## config.mk

```make
export PLATFORM = sky130hd
export DESIGN_NAME = rom_host
export DESIGN_NICKNAME = d
export VERILOG_FILES = /design/src/design/rom_host_pkg.sv /design/src/design/word_latch.sv /design/src/design/rom_host.sv
export VERILOG_INCLUDE_DIRS = /design/src /design/src/design
export SDC_FILE = /design/constraint.sdc
export NUM_CORES = 1
export LEC_CHECK = 0
export ABC_CLOCK_PERIOD_IN_PS = 3600
export BUFFER_PORTS_ARGS = -buffer_cell sky130_fd_sc_hd__buf_4
export CAP_MARGIN = 20
export CELL_PAD_IN_SITES_DETAIL_PLACEMENT = 1
export CELL_PAD_IN_SITES_GLOBAL_PLACEMENT = 1
export CORE_MARGIN = 10
export CORE_UTILIZATION = 38
export CTS_CLUSTER_SIZE = 30
export DETAILED_ROUTE_END_ITERATION = 10
export GPL_TIMING_DRIVEN = 0
export PLACE_DENSITY_LB_ADDON = 0.05
export SLEW_MARGIN = 20
export SYNTH_ARGS = -nofsm -noshare
export SYNTH_HDL_FRONTEND = slang
export SYNTH_SLANG_ARGS = --single-unit
export TNS_END_PERCENT = 30
```

## constraint.sdc

```tcl
create_clock -name i_core_clk -period 3.6 [get_ports i_core_clk]
set_clock_uncertainty 0.1 [all_clocks]
set_input_delay 0 -clock i_core_clk [delete_from_list [all_inputs] [get_ports i_core_clk]]
set_output_delay 0 -clock i_core_clk [all_outputs]
set_load 0.01 [all_outputs]
```

## src/design/rom_host_params.svh

```systemverilog
`ifndef ROM_HOST_PARAMS_SVH
`define ROM_HOST_PARAMS_SVH
// Bus timing, in ns as the device's slowest grade needs, and derived cycles at 50 MHz
`define CLK_PERIOD_NS 20
`define ACCESS_TIME_NS 250
`define ACCESS_CYCLES ((`ACCESS_TIME_NS + `CLK_PERIOD_NS - 1) / `CLK_PERIOD_NS)
`define RELEASE_DELAY_NS 60
`define RELEASE_CYCLES ((`RELEASE_DELAY_NS + `CLK_PERIOD_NS - 1) / `CLK_PERIOD_NS)
`define PROG_PULSE_NS 100000
`define PROG_PULSE_CYCLES ((`PROG_PULSE_NS + `CLK_PERIOD_NS - 1) / `CLK_PERIOD_NS)
`define CNT_W 13
// Operation codes on the command port
`define OP_READ 3'h0
`define OP_PROGRAM 3'h1
`define OP_VERIFY 3'h2
`define OP_IDENT 3'h3
`define OP_STANDBY 3'h4
`define OP_INHIBIT 3'h5
// Parity bit of an identifier byte
`define TOP_DATA_BIT 7
`endif

```

## src/design/rom_host_pkg.sv

```systemverilog
package rom_host_pkg;
	typedef enum logic [2:0] {
		ST_IDLE,
		ST_SETUP,
		ST_ACCESS,
		ST_PULSE,
		ST_RELEASE
	} phase_e;
endpackage : rom_host_pkg

```

## src/design/word_latch.sv

```systemverilog
// Holds the last word captured from the device; read data come from a register
module word_latch #(
	parameter int W = 16
) (
	input wire logic i_core_clk, // Clock
	input wire logic i_nrst, // Sync reset, low
	input wire logic i_load, // Capture strobe
	input wire logic [W-1:0] i_word, // Word to capture
	output logic [W-1:0] o_word // Stored word
);
	always_ff @(posedge i_core_clk)
	begin
		if (!i_nrst)
			o_word <= '0;
		else if (i_load)
			o_word <= i_word;
	end
endmodule : word_latch

```

## src/design/rom_host.sv

```systemverilog
`include "rom_host_params.svh"
// Overview of operation
// - A normal read has strobe and output gate both low at normal supply level.
// - Programming raises the supply, holds the gate high and pulses the strobe low with data.
// - Verify keeps the supply raised, strobe high and gate low, and reads the contents.
// - Identifier read needs the trigger line high-voltage, strobe and gate low, others low except address bit 0, which picks maker or part.
module rom_host #(
	parameter int AW = 20,
	parameter int DW = 16,
	parameter int PULSE_CYCLES = `PROG_PULSE_CYCLES
) (
	input wire logic i_core_clk, // Clock 50 MHz
	input wire logic i_nrst, // Sync reset, low
	input wire logic i_req, // Command request pulse
	input wire logic [2:0] i_op, // Operation code
	input wire logic [AW-1:0] i_addr, // Location (byte addr in byte mode)
	input wire logic [DW-1:0] i_wdata, // Data to program
	input wire logic i_byte_mode, // 1 selects byte-wide access
	input wire logic [DW-1:0] i_dq, // Device data pins in
	output logic o_busy, // Command in progress
	output logic o_done, // Command finished pulse
	output logic [DW-1:0] o_rdata, // Read result
	output logic o_parity_ok, // Identifier parity odd
	output logic o_strobe_n, // Chip select / program strobe
	output logic o_gate_n, // Output gate
	output logic o_vpp_high, // Raise programming supply
	output logic o_trigger_hv, // Identifier trigger line high voltage
	output logic o_width_word, // Width select, 1 = words
	output logic [AW-1:0] o_addr, // Device address pins
	output logic [DW-1:0] o_dq, // Data pins out
	output logic [DW-1:0] o_dq_oe_n // Data pin enable, low drives
);
	typedef struct packed {
		rom_host_pkg::phase_e phase;
		logic [2:0] op;
		logic [`CNT_W-1:0] cnt;
		logic busy;
		logic done;
		logic strobe_n;
		logic gate_n;
		logic vpp;
		logic trig;
		logic word;
		logic [AW-1:0] addr;
		logic [DW-1:0] dq;
		logic [DW-1:0] oe_n;
		logic par;
	} state_s;

	state_s st_reg;
	state_s st_next;
	logic cap;
	logic [DW-1:0] rd_word;
	logic [DW-1:0] cap_word;

	////////////////////////////////////////////////////////////////////////
	// Byte mode keeps only the low eight lines
	always_comb
	begin
		cap_word = i_dq;
		if (!st_reg.word)
			cap_word = {{(DW-8){1'b0}}, i_dq[7:0]};
	end

	always_comb
	begin
		st_next = st_reg;
		st_next.done = 1'b0;
		cap = 1'b0;
		case (st_reg.phase)
			rom_host_pkg::ST_IDLE:
			begin
				if (i_req)
				begin
					st_next.op = i_op;
					st_next.busy = 1'b1;
					st_next.word = !i_byte_mode;
					st_next.addr = i_addr;
					// Program data is taken with the request, so the host may move on
					st_next.dq = i_wdata;
					st_next.cnt = '0;
					st_next.phase = rom_host_pkg::ST_SETUP;
					st_next.strobe_n = 1'b1;
					st_next.gate_n = 1'b1;
					st_next.trig = 1'b0;
					st_next.vpp = 1'b0;
					case (i_op)
						`OP_PROGRAM, `OP_VERIFY, `OP_INHIBIT:
							st_next.vpp = 1'b1;
						`OP_IDENT:
						begin
							st_next.trig = 1'b1;
							st_next.addr = '0;
							st_next.addr[0] = i_addr[0];
						end
						default:
							st_next.vpp = 1'b0;
					endcase
				end
			end
			rom_host_pkg::ST_SETUP:
			begin
				st_next.cnt = '0;
				st_next.phase = rom_host_pkg::ST_ACCESS;
				case (st_reg.op)
					`OP_READ, `OP_IDENT:
					begin
						st_next.strobe_n = 1'b0;
						st_next.gate_n = 1'b0;
					end
					`OP_PROGRAM:
					begin
						st_next.gate_n = 1'b1;
						st_next.strobe_n = 1'b0;
						st_next.oe_n = '0;
						if (!st_reg.word)
							st_next.oe_n = {{(DW-8){1'b1}}, 8'h00};
						st_next.phase = rom_host_pkg::ST_PULSE;
					end
					`OP_VERIFY:
					begin
						st_next.strobe_n = 1'b1;
						st_next.gate_n = 1'b0;
					end
					default:
					begin
						st_next.strobe_n = 1'b1;
						st_next.gate_n = 1'b1;
						st_next.phase = rom_host_pkg::ST_RELEASE;
					end
				endcase
			end
			rom_host_pkg::ST_ACCESS:
			begin
				st_next.cnt = st_reg.cnt + 1'b1;
				if (st_reg.cnt == `CNT_W'(`ACCESS_CYCLES - 1))
				begin
					cap = 1'b1;
					st_next.par = ^cap_word[7:0];
					st_next.cnt = '0;
					st_next.strobe_n = 1'b1;
					st_next.gate_n = 1'b1;
					st_next.phase = rom_host_pkg::ST_RELEASE;
				end
			end
			rom_host_pkg::ST_PULSE:
			begin
				st_next.cnt = st_reg.cnt + 1'b1;
				if (st_reg.cnt == `CNT_W'(PULSE_CYCLES - 1))
				begin
					st_next.strobe_n = 1'b1;
					st_next.oe_n = '1;
					st_next.cnt = '0;
					st_next.phase = rom_host_pkg::ST_RELEASE;
				end
			end
			rom_host_pkg::ST_RELEASE:
			begin
				st_next.cnt = st_reg.cnt + 1'b1;
				if (st_reg.cnt == `CNT_W'(`RELEASE_CYCLES - 1))
				begin
					st_next.cnt = '0;
					st_next.vpp = 1'b0;
					st_next.trig = 1'b0;
					st_next.busy = 1'b0;
					st_next.done = 1'b1;
					st_next.phase = rom_host_pkg::ST_IDLE;
				end
			end
			default:
				st_next.phase = rom_host_pkg::ST_IDLE;
		endcase
	end

	always_ff @(posedge i_core_clk)
	begin
		if (!i_nrst)
		begin
			st_reg <= '0;
			st_reg.phase <= rom_host_pkg::ST_IDLE;
			st_reg.strobe_n <= 1'b1;
			st_reg.gate_n <= 1'b1;
			st_reg.word <= 1'b1;
			st_reg.oe_n <= '1;
		end
		else
			st_reg <= st_next;
	end

	////////////////////////////////////////////////////////////////////////
	word_latch #(
		.W(DW)
	) u_latch (
		.i_core_clk(i_core_clk),
		.i_nrst(i_nrst),
		.i_load(cap),
		.i_word(cap_word),
		.o_word(rd_word)
	);

	assign o_busy = st_reg.busy;
	assign o_done = st_reg.done;
	assign o_rdata = rd_word;
	assign o_parity_ok = st_reg.par;
	assign o_strobe_n = st_reg.strobe_n;
	assign o_gate_n = st_reg.gate_n;
	assign o_vpp_high = st_reg.vpp;
	assign o_trigger_hv = st_reg.trig;
	assign o_width_word = st_reg.word;
	assign o_addr = st_reg.addr;
	assign o_dq = st_reg.dq;
	assign o_dq_oe_n = st_reg.oe_n;

	////////////////////////////////////////////////////////////////////////
	no_drive_while_read_a: assert property (@(posedge i_core_clk) disable iff (!i_nrst)
		(!o_gate_n) |-> (&o_dq_oe_n)) else $error("host drives data while gate low");
	prog_gate_high_a: assert property (@(posedge i_core_clk) disable iff (!i_nrst)
		(!(&o_dq_oe_n)) |-> (o_gate_n && o_vpp_high && !o_strobe_n))
		else $error("program drive without program pin state");
	verify_pins_a: assert property (@(posedge i_core_clk) disable iff (!i_nrst)
		(o_vpp_high && !o_gate_n) |-> o_strobe_n) else $error("verify with strobe low");
	ident_lines_a: assert property (@(posedge i_core_clk) disable iff (!i_nrst)
		o_trigger_hv |-> (o_addr[AW-1:1] == '0 && !o_vpp_high))
		else $error("identifier read with other lines set");
	release_wait_a: assert property (@(posedge i_core_clk) disable iff (!i_nrst)
		$rose(o_gate_n) |-> !o_done[*2]) else $error("done before output release");
	done_pulse_a: assert property (@(posedge i_core_clk) disable iff (!i_nrst)
		o_done |-> (o_strobe_n && o_gate_n && !o_busy)) else $error("done with bus active");
	byte_drive_a: assert property (@(posedge i_core_clk) disable iff (!i_nrst)
		(!o_width_word) |-> (&o_dq_oe_n[DW-1:8])) else $error("upper lines driven in byte mode");
	inhibit_pins_a: assert property (@(posedge i_core_clk) disable iff (!i_nrst)
		(o_vpp_high && o_strobe_n && o_gate_n) |-> (&o_dq_oe_n))
		else $error("data driven in inhibit");
endmodule : rom_host

```

==> metrics.csv, run 1 <==
stage,metric,value,unit
synth,Syn Nets,552,
die,Initial Util,39.21,%
timing,Hold Fails Final Rpt,0,
drt,drt total wl,14470,um
clock_network,Max Buffers Root-to-Sink,2,
critical_path,crit path capture type,register,
power_and_ir_drop,PD cells,380.8,nW/um^2
timing,Tightest Pin Transition,592.7,ps
clock_network,Resize count post-CTS,0,
critical_path,R2R depth,6,
power_and_ir_drop,Leak,2.451,nW
timing,RSZ-0062 raised after global routing,no,
global_route,initial antenna violation count,0,
job,maxcap violations,0,
critical_path,critical path type,reg2reg,
synth,Synth Warn #,0,
placement,gp weighted congestion,0.8266,
critical_path,CP Launch Type,register,
synth,"FFs w/ async S/R, synth",0,%
critical_path,reg2reg setup slack,1100,ps
min_path,hold depth,4,
critical_path,worst r2r src,st_reg[68],
global_route,All-Layer GR Usage,19.62,%
synth,#FFs+latches synth,81,
min_path,hold endpoint,o_dq[13],
die,I/O Pins,135,
clock_network,hold-fix buffers at CTS,58,
synth,post-synthesis sequential area ratio,41.93,%
drt,Vias,4079,
clock_network,CTS Buf Count,9,
layout,"commonest non-fill, non-tap cells in the layout","buf_4, nand2_1, dfxtp_1",
critical_path,Worst Path Required,3700,ps
die,Die Area,14610,um^2
synth,Post-synth EDFFs,0,
drt,DR iter-0 viols,166,
clock_network,CTS clock-pin slew for the worst setup and hold paths,80,ps
synth,most area-consuming cells after synthesis,"dfxtp_1, buf_4, nand2_1, a21oi_1, nand3_1",
min_path,Worst Hold Class,in2reg,
global_route,vias in the first global route,4384,
timing,Slew HR,60.49,%
clock_network,# clock sinks,81,
die,core area,9864,um^2
synth,leading area contributor after synthesis,dfxtp_1,
layout,area grow syn2layout,50.18,%
drt,drt via density,4.920,
die,# rows,36,
power_and_ir_drop,peak supply drop,0.1965,mV
layout,"commonest non-fill, non-tap cell in the layout",buf_4,
placement,post-DP HPWL,9787,um
drt,post-DR wirelength/cell,17.45,um
global_route,total grt overflow,0,
clock_network,Post CTS Setup Buffer Count,0,
clock_network,CTS tree,yes,
die,Die Y-Extent,120.9,um
timing,count of final max-slew check failures,0,
synth,Mapped Cells,490,
placement,PortBufs,133,
drt,Post-route DRC,0,
layout,max FFs per register,20,
power_and_ir_drop,clock share of power,30.5,%
timing,final setup fails,0,
global_route,first-pass GRT wire length,23470,um
synth,mapped cell area,3867,um^2
timing,Sum Neg Setup Slack,0,ps
clock_network,worst skew pair latency,350,ps
clock_network,CTS root buf,clkbuf_8,
drt,drt first pass iters,4,
drt,Antenna Nets Post-Route,0,
power_and_ir_drop,Power Total,2.212,mW
layout,Final #Nets,754,
power_and_ir_drop,sw frac,28.60,%
timing,Tmin final,2503,ps
critical_path,Worst EP arrival,2610,ps
critical_path,RR Endpoint,u_latch.o_word[10],
power_and_ir_drop,NetSw,0.6326,mW
global_route,largest net degree at the start of global routing,13,
power_and_ir_drop,Reg power frac,44.4,%
synth,mean post-synth cell area,7.893,um^2
critical_path,crit-path max FO,10,
layout,ANT cells,0,
critical_path,crit path from,st_reg[68],
synth,main flop type after synthesis,dfxtp_1,
synth,count of different cell masters after synthesis,51,
timing,Fmax,399.5,MHz
status,status,"complete, no violations",
timing,period utilization,69.53,%
min_path,min-delay src,i_wdata[13],
power_and_ir_drop,Comb power frac,25.1,%
synth,post-synth top area share,41.93,%
die,die width,120.9,um
clock_network,H-tree depth,3,
layout,layout cell share with drive strength beyond 1,30.89,%
power_and_ir_drop,Internal Power,1.579,mW
## cell families (layout without fill, tap and decap cells)
group	after synthesis	after routing	share of synthesized area (%)
and+or+nand+nor	213	213	26.27
buffers and inverters	93	299	15.04
AOI/OAI and AO/OA	89	89	13.23
DFF	81	81	41.93
xor gates and xnor gates	9	9	2.038
adders and majority gates	3	3	0.9707
muxes	2	2	0.5177
## worst max-delay path, stage by stage, from the launching register on
cell      delay [ps]
dfxtp_1          380
or4_4            580
nor4_4           460
nand2_1          280
clkbuf_1         300
nand2_1          160
a21oi_1           90
## routing by layer
metal / part of all wire [%] / global-route usage [%] / up-vias
li1: - / - / 2008
met1: 42 / 22.65 / 1969
met2: 52 / 35.51 / 90
met3: 5.3 / 4.235 / 12
met4: 1.1 / 5.279 / 0
met5: 0 / 0 / -
## how the worst max path moves through the flow
stage	slack [ps]	to	cells past startpoint
3_5_place_dp	1150	u_latch.o_word[9]	6
5_1_grt	900	u_latch.o_word[10]	6
6_report	1100	u_latch.o_word[10]	6
2_1_floorplan	1430	st_reg[72]	8
4_1_cts	1130	u_latch.o_word[9]	6
3_3_place_gp	1190	st_reg[72]	8
## cells in the mapped netlist, types with 4 or more instances
cell and n:
a21oi_1 59, a31oi_1 6, and2_1 4, buf_4 53
buf_6 4, clkbuf_1 25, dfxtp_1 81, inv_1 6
nand2_1 104, nand3_1 41, nand4b_1 6, nor2_1 25
nor3_1 4, nor4_1 4, o211ai_1 4, o21ai_0 4
xnor2_1 7
## power by group through the flow
stage               sequential (mW)  clock (mW)  combinational [mW]
floorplan                     0.997           0               0.288
global placement              0.997           0               0.478
detailed placement             1.00           0               0.496
CTS                           0.981       0.699               0.552
global route                  0.988       0.730               0.611
finish                        0.982       0.675               0.555
## metrics by stage
stage	hold WS [ps]	cells	worst slack (ps)	util [%]	area [um^2]
2_1_floorplan	34.14	490	1430	-	3867
3_3_place_gp	124.5	756	1192	51.01	5032
3_5_place_dp	159.8	756	1147	51.01	5032
4_1_cts	325.2	829	1129	58.88	5808
5_1_grt	375.5	829	900.1	58.88	5808
6_report	351.7	829	1097	58.88	5808
## area by class of cell
class | count | area [um^2]
Clock inverter | 3 | 40.04
Tap cell | 133 | 166.4
Inverter | 7 | 26.28
Clock buffer | 12 | 155.1
Sequential cell | 81 | 1622
Fill cell | 1196 | 4056
Buffer | 86 | 555.5
Multi-Input combinational cell | 316 | 1664
Timing Repair Buffer | 191 | 1579
Note: power is estimated with default switching activity, not from simulation.
==> inputs of run 2 (changes only) <==
--- a/config.mk
+++ b/config.mk
@@ -6,13 +6,13 @@
 export SDC_FILE = /design/constraint.sdc
 export NUM_CORES = 1
 export LEC_CHECK = 0
-export ABC_CLOCK_PERIOD_IN_PS = 3600
+export ABC_CLOCK_PERIOD_IN_PS = 2600
 export BUFFER_PORTS_ARGS = -buffer_cell sky130_fd_sc_hd__buf_4
 export CAP_MARGIN = 20
 export CELL_PAD_IN_SITES_DETAIL_PLACEMENT = 1
 export CELL_PAD_IN_SITES_GLOBAL_PLACEMENT = 1
 export CORE_MARGIN = 10
-export CORE_UTILIZATION = 38
+export CORE_UTILIZATION = 36
 export CTS_CLUSTER_SIZE = 30
 export DETAILED_ROUTE_END_ITERATION = 10
 export GPL_TIMING_DRIVEN = 0
==> constraint.sdc (replaced) <==
create_clock -name i_core_clk -period 2.6 [get_ports i_core_clk]
set_clock_uncertainty 0.1 [all_clocks]
set_input_delay 0 -clock i_core_clk [delete_from_list [all_inputs] [get_ports i_core_clk]]
set_output_delay 0 -clock i_core_clk [all_outputs]
set_load 0.01 [all_outputs]
==> metrics.csv, run 2 (synthesized netlist as in run 1, its figures left out) <==
stage,metric,value,unit
status,status,"complete, no violations",
drt,Antenna Nets Post-Route,0,
placement,gp weighted congestion,0.7697,
clock_network,CTS root buf,clkbuf_8,
global_route,initial antenna violation count,0,
placement,PortBufs,133,
drt,drt total wl,13640,um
timing,Slew HR,61.66,%
timing,Hold Slack,34.32,ps
timing,period utilization,94.85,%
power_and_ir_drop,PD cells,515.5,nW/um^2
clock_network,CTS tree,yes,
placement,placed inst area,5036,um^2
clock_network,CTS Buf Count,9,
timing,Sum Neg Setup Slack,0,ps
drt,drt via density,4.834,
timing,Fmax,405.5,MHz
clock_network,Max Buffers Root-to-Sink,2,
timing,RSZ-0062 raised after global routing,no,
layout,Final #Nets,753,
placement,post-DP HPWL,9718,um
global_route,largest net degree at the start of global routing,15,
power_and_ir_drop,Leak,2.428,nW
global_route,All-Layer GR Usage,17.66,%
drt,drt first pass iters,4,
critical_path,critical path type,reg2reg,
clock_network,CTS clock-pin slew for the worst setup and hold paths,90,ps
die,I/O Pins,135,
power_and_ir_drop,peak supply drop,0.2423,mV
drt,Vias,4022,
global_route,total grt overflow,0,
layout,max FFs per register,20,
global_route,vias in the first global route,4295,
timing,count of final max-slew check failures,0,
clock_network,H-tree depth,3,
layout,ANT cells,0,
layout,"commonest non-fill, non-tap cell in the layout",buf_4,
power_and_ir_drop,Power Total,2.985,mW
die,# rows,37,
critical_path,crit path capture type,register,
layout,Final Core Density,55.59,%
clock_network,# clock sinks,81,
layout,Final Cell Area,5791,um^2
drt,post-DR wirelength/cell,16.40,um
layout,layout cell share with drive strength beyond 1,31.18,%
critical_path,Worst Path Required,2720,ps
die,die width,123.7,um
drt,Post-route DRC,0,
timing,Tmin final,2466,ps
job,maxcap violations,0,
global_route,first-pass GRT wire length,21860,um
die,core area,10420,um^2
timing,Tightest Pin Transition,575.0,ps
timing,Hold Fails Final Rpt,0,
layout,area grow syn2layout,49.72,%
clock_network,worst skew pair latency,350,ps
die,Die Area,15290,um^2
min_path,Worst Hold Class,in2reg,
timing,final setup fails,0,
critical_path,Worst EP arrival,2590,ps
die,Die Y-Extent,123.7,um
layout,"commonest non-fill, non-tap cells in the layout","buf_4, nand2_1, dfxtp_1",
drt,DR iter-0 viols,186,
critical_path,crit-path max FO,10,
critical_path,CP Launch Type,register,
layout,fill count,1266,
die,Initial Util,37.13,%
-- run 2: changes by cell type in the layout (fill, tap and decap cells not counted), sizes merged --
cell,previous run,this run
dlygate4sd3,58,57
clkbuf,37,36
inv,6,7
clkinvlp,0,3
clkinv,3,2
bufinv,1,0
-- run 2: final timing paths --
| kind | cells past startpoint | slack [ps] | from | endpoint |
|---|---|---|---|---|
| min reg2reg | 2 | 360 | o_addr[17] | o_addr[17] |
| max | 8 | 130 | st_reg[64] | st_reg[72] |
| max reg2reg | 8 | 130 | st_reg[64] | st_reg[72] |
| min | 3 | 30 | i_nrst | st_reg[68] |
-- run 2: critical path, stage by stage (launching register included) --
cell     delay [ps]
dfxtp_1         310
buf_6           130
or4b_1          540
o41ai_2         530
o22ai_1         190
buf_6           190
buf_6           140
a22oi_1         150
nor2_1           50
-- run 2: metrics by stage --
stage | setup slack [ps] | std cells
finish | 133.8 | 832
global route | 9.127 | 832
CTS | 126.7 | 832
detailed placement | 138.5 | 759
global placement | 184.2 | 759
floorplan | 430.3 | 490
-- run 2: layout make-up --
cell class | count | area [um^2] | area share, %
timing repair buffer | 190 | 1569 | 27.10
buffer | 86 | 555.5 | 9.594
multi-input combinational | 316 | 1667 | 28.78
clock inverter | 5 | 40.04 | 0.6914
inverter | 7 | 26.28 | 0.4538
tap | 136 | 170.2 | 2.939
sequential | 81 | 1622 | 28.00
clock buffer | 11 | 141.4 | 2.442
-- run 2: power by group --
group          total (mW)  leakage, nW  switching, mW  internal [mW]
Sequential           1.36        0.660         0.0442           1.31
Combinational       0.759         1.69          0.377          0.382
Clock               0.867       0.0822          0.488          0.379
-- run 2: layer usage --
layer | GRT usage (%) | wire [um] | vias up
li1 | - | - | 2021
met3 | 4.163 | 802 | 13
met4 | 4.876 | 129 | 0
met5 | 0 | 0 | -
met2 | 31.26 | 6887 | 81
met1 | 20.84 | 5822 | 1907
-- run 2: what timing repair did --
item | 4_1_cts | 5_1_grt
buffers inserted | 0 | 0
setup endpoints to repair | 0 | 10
gates resized for setup | 0 | 1
hold buffers | 57 | 0
endpoints found under the hold margin | 59 | 0
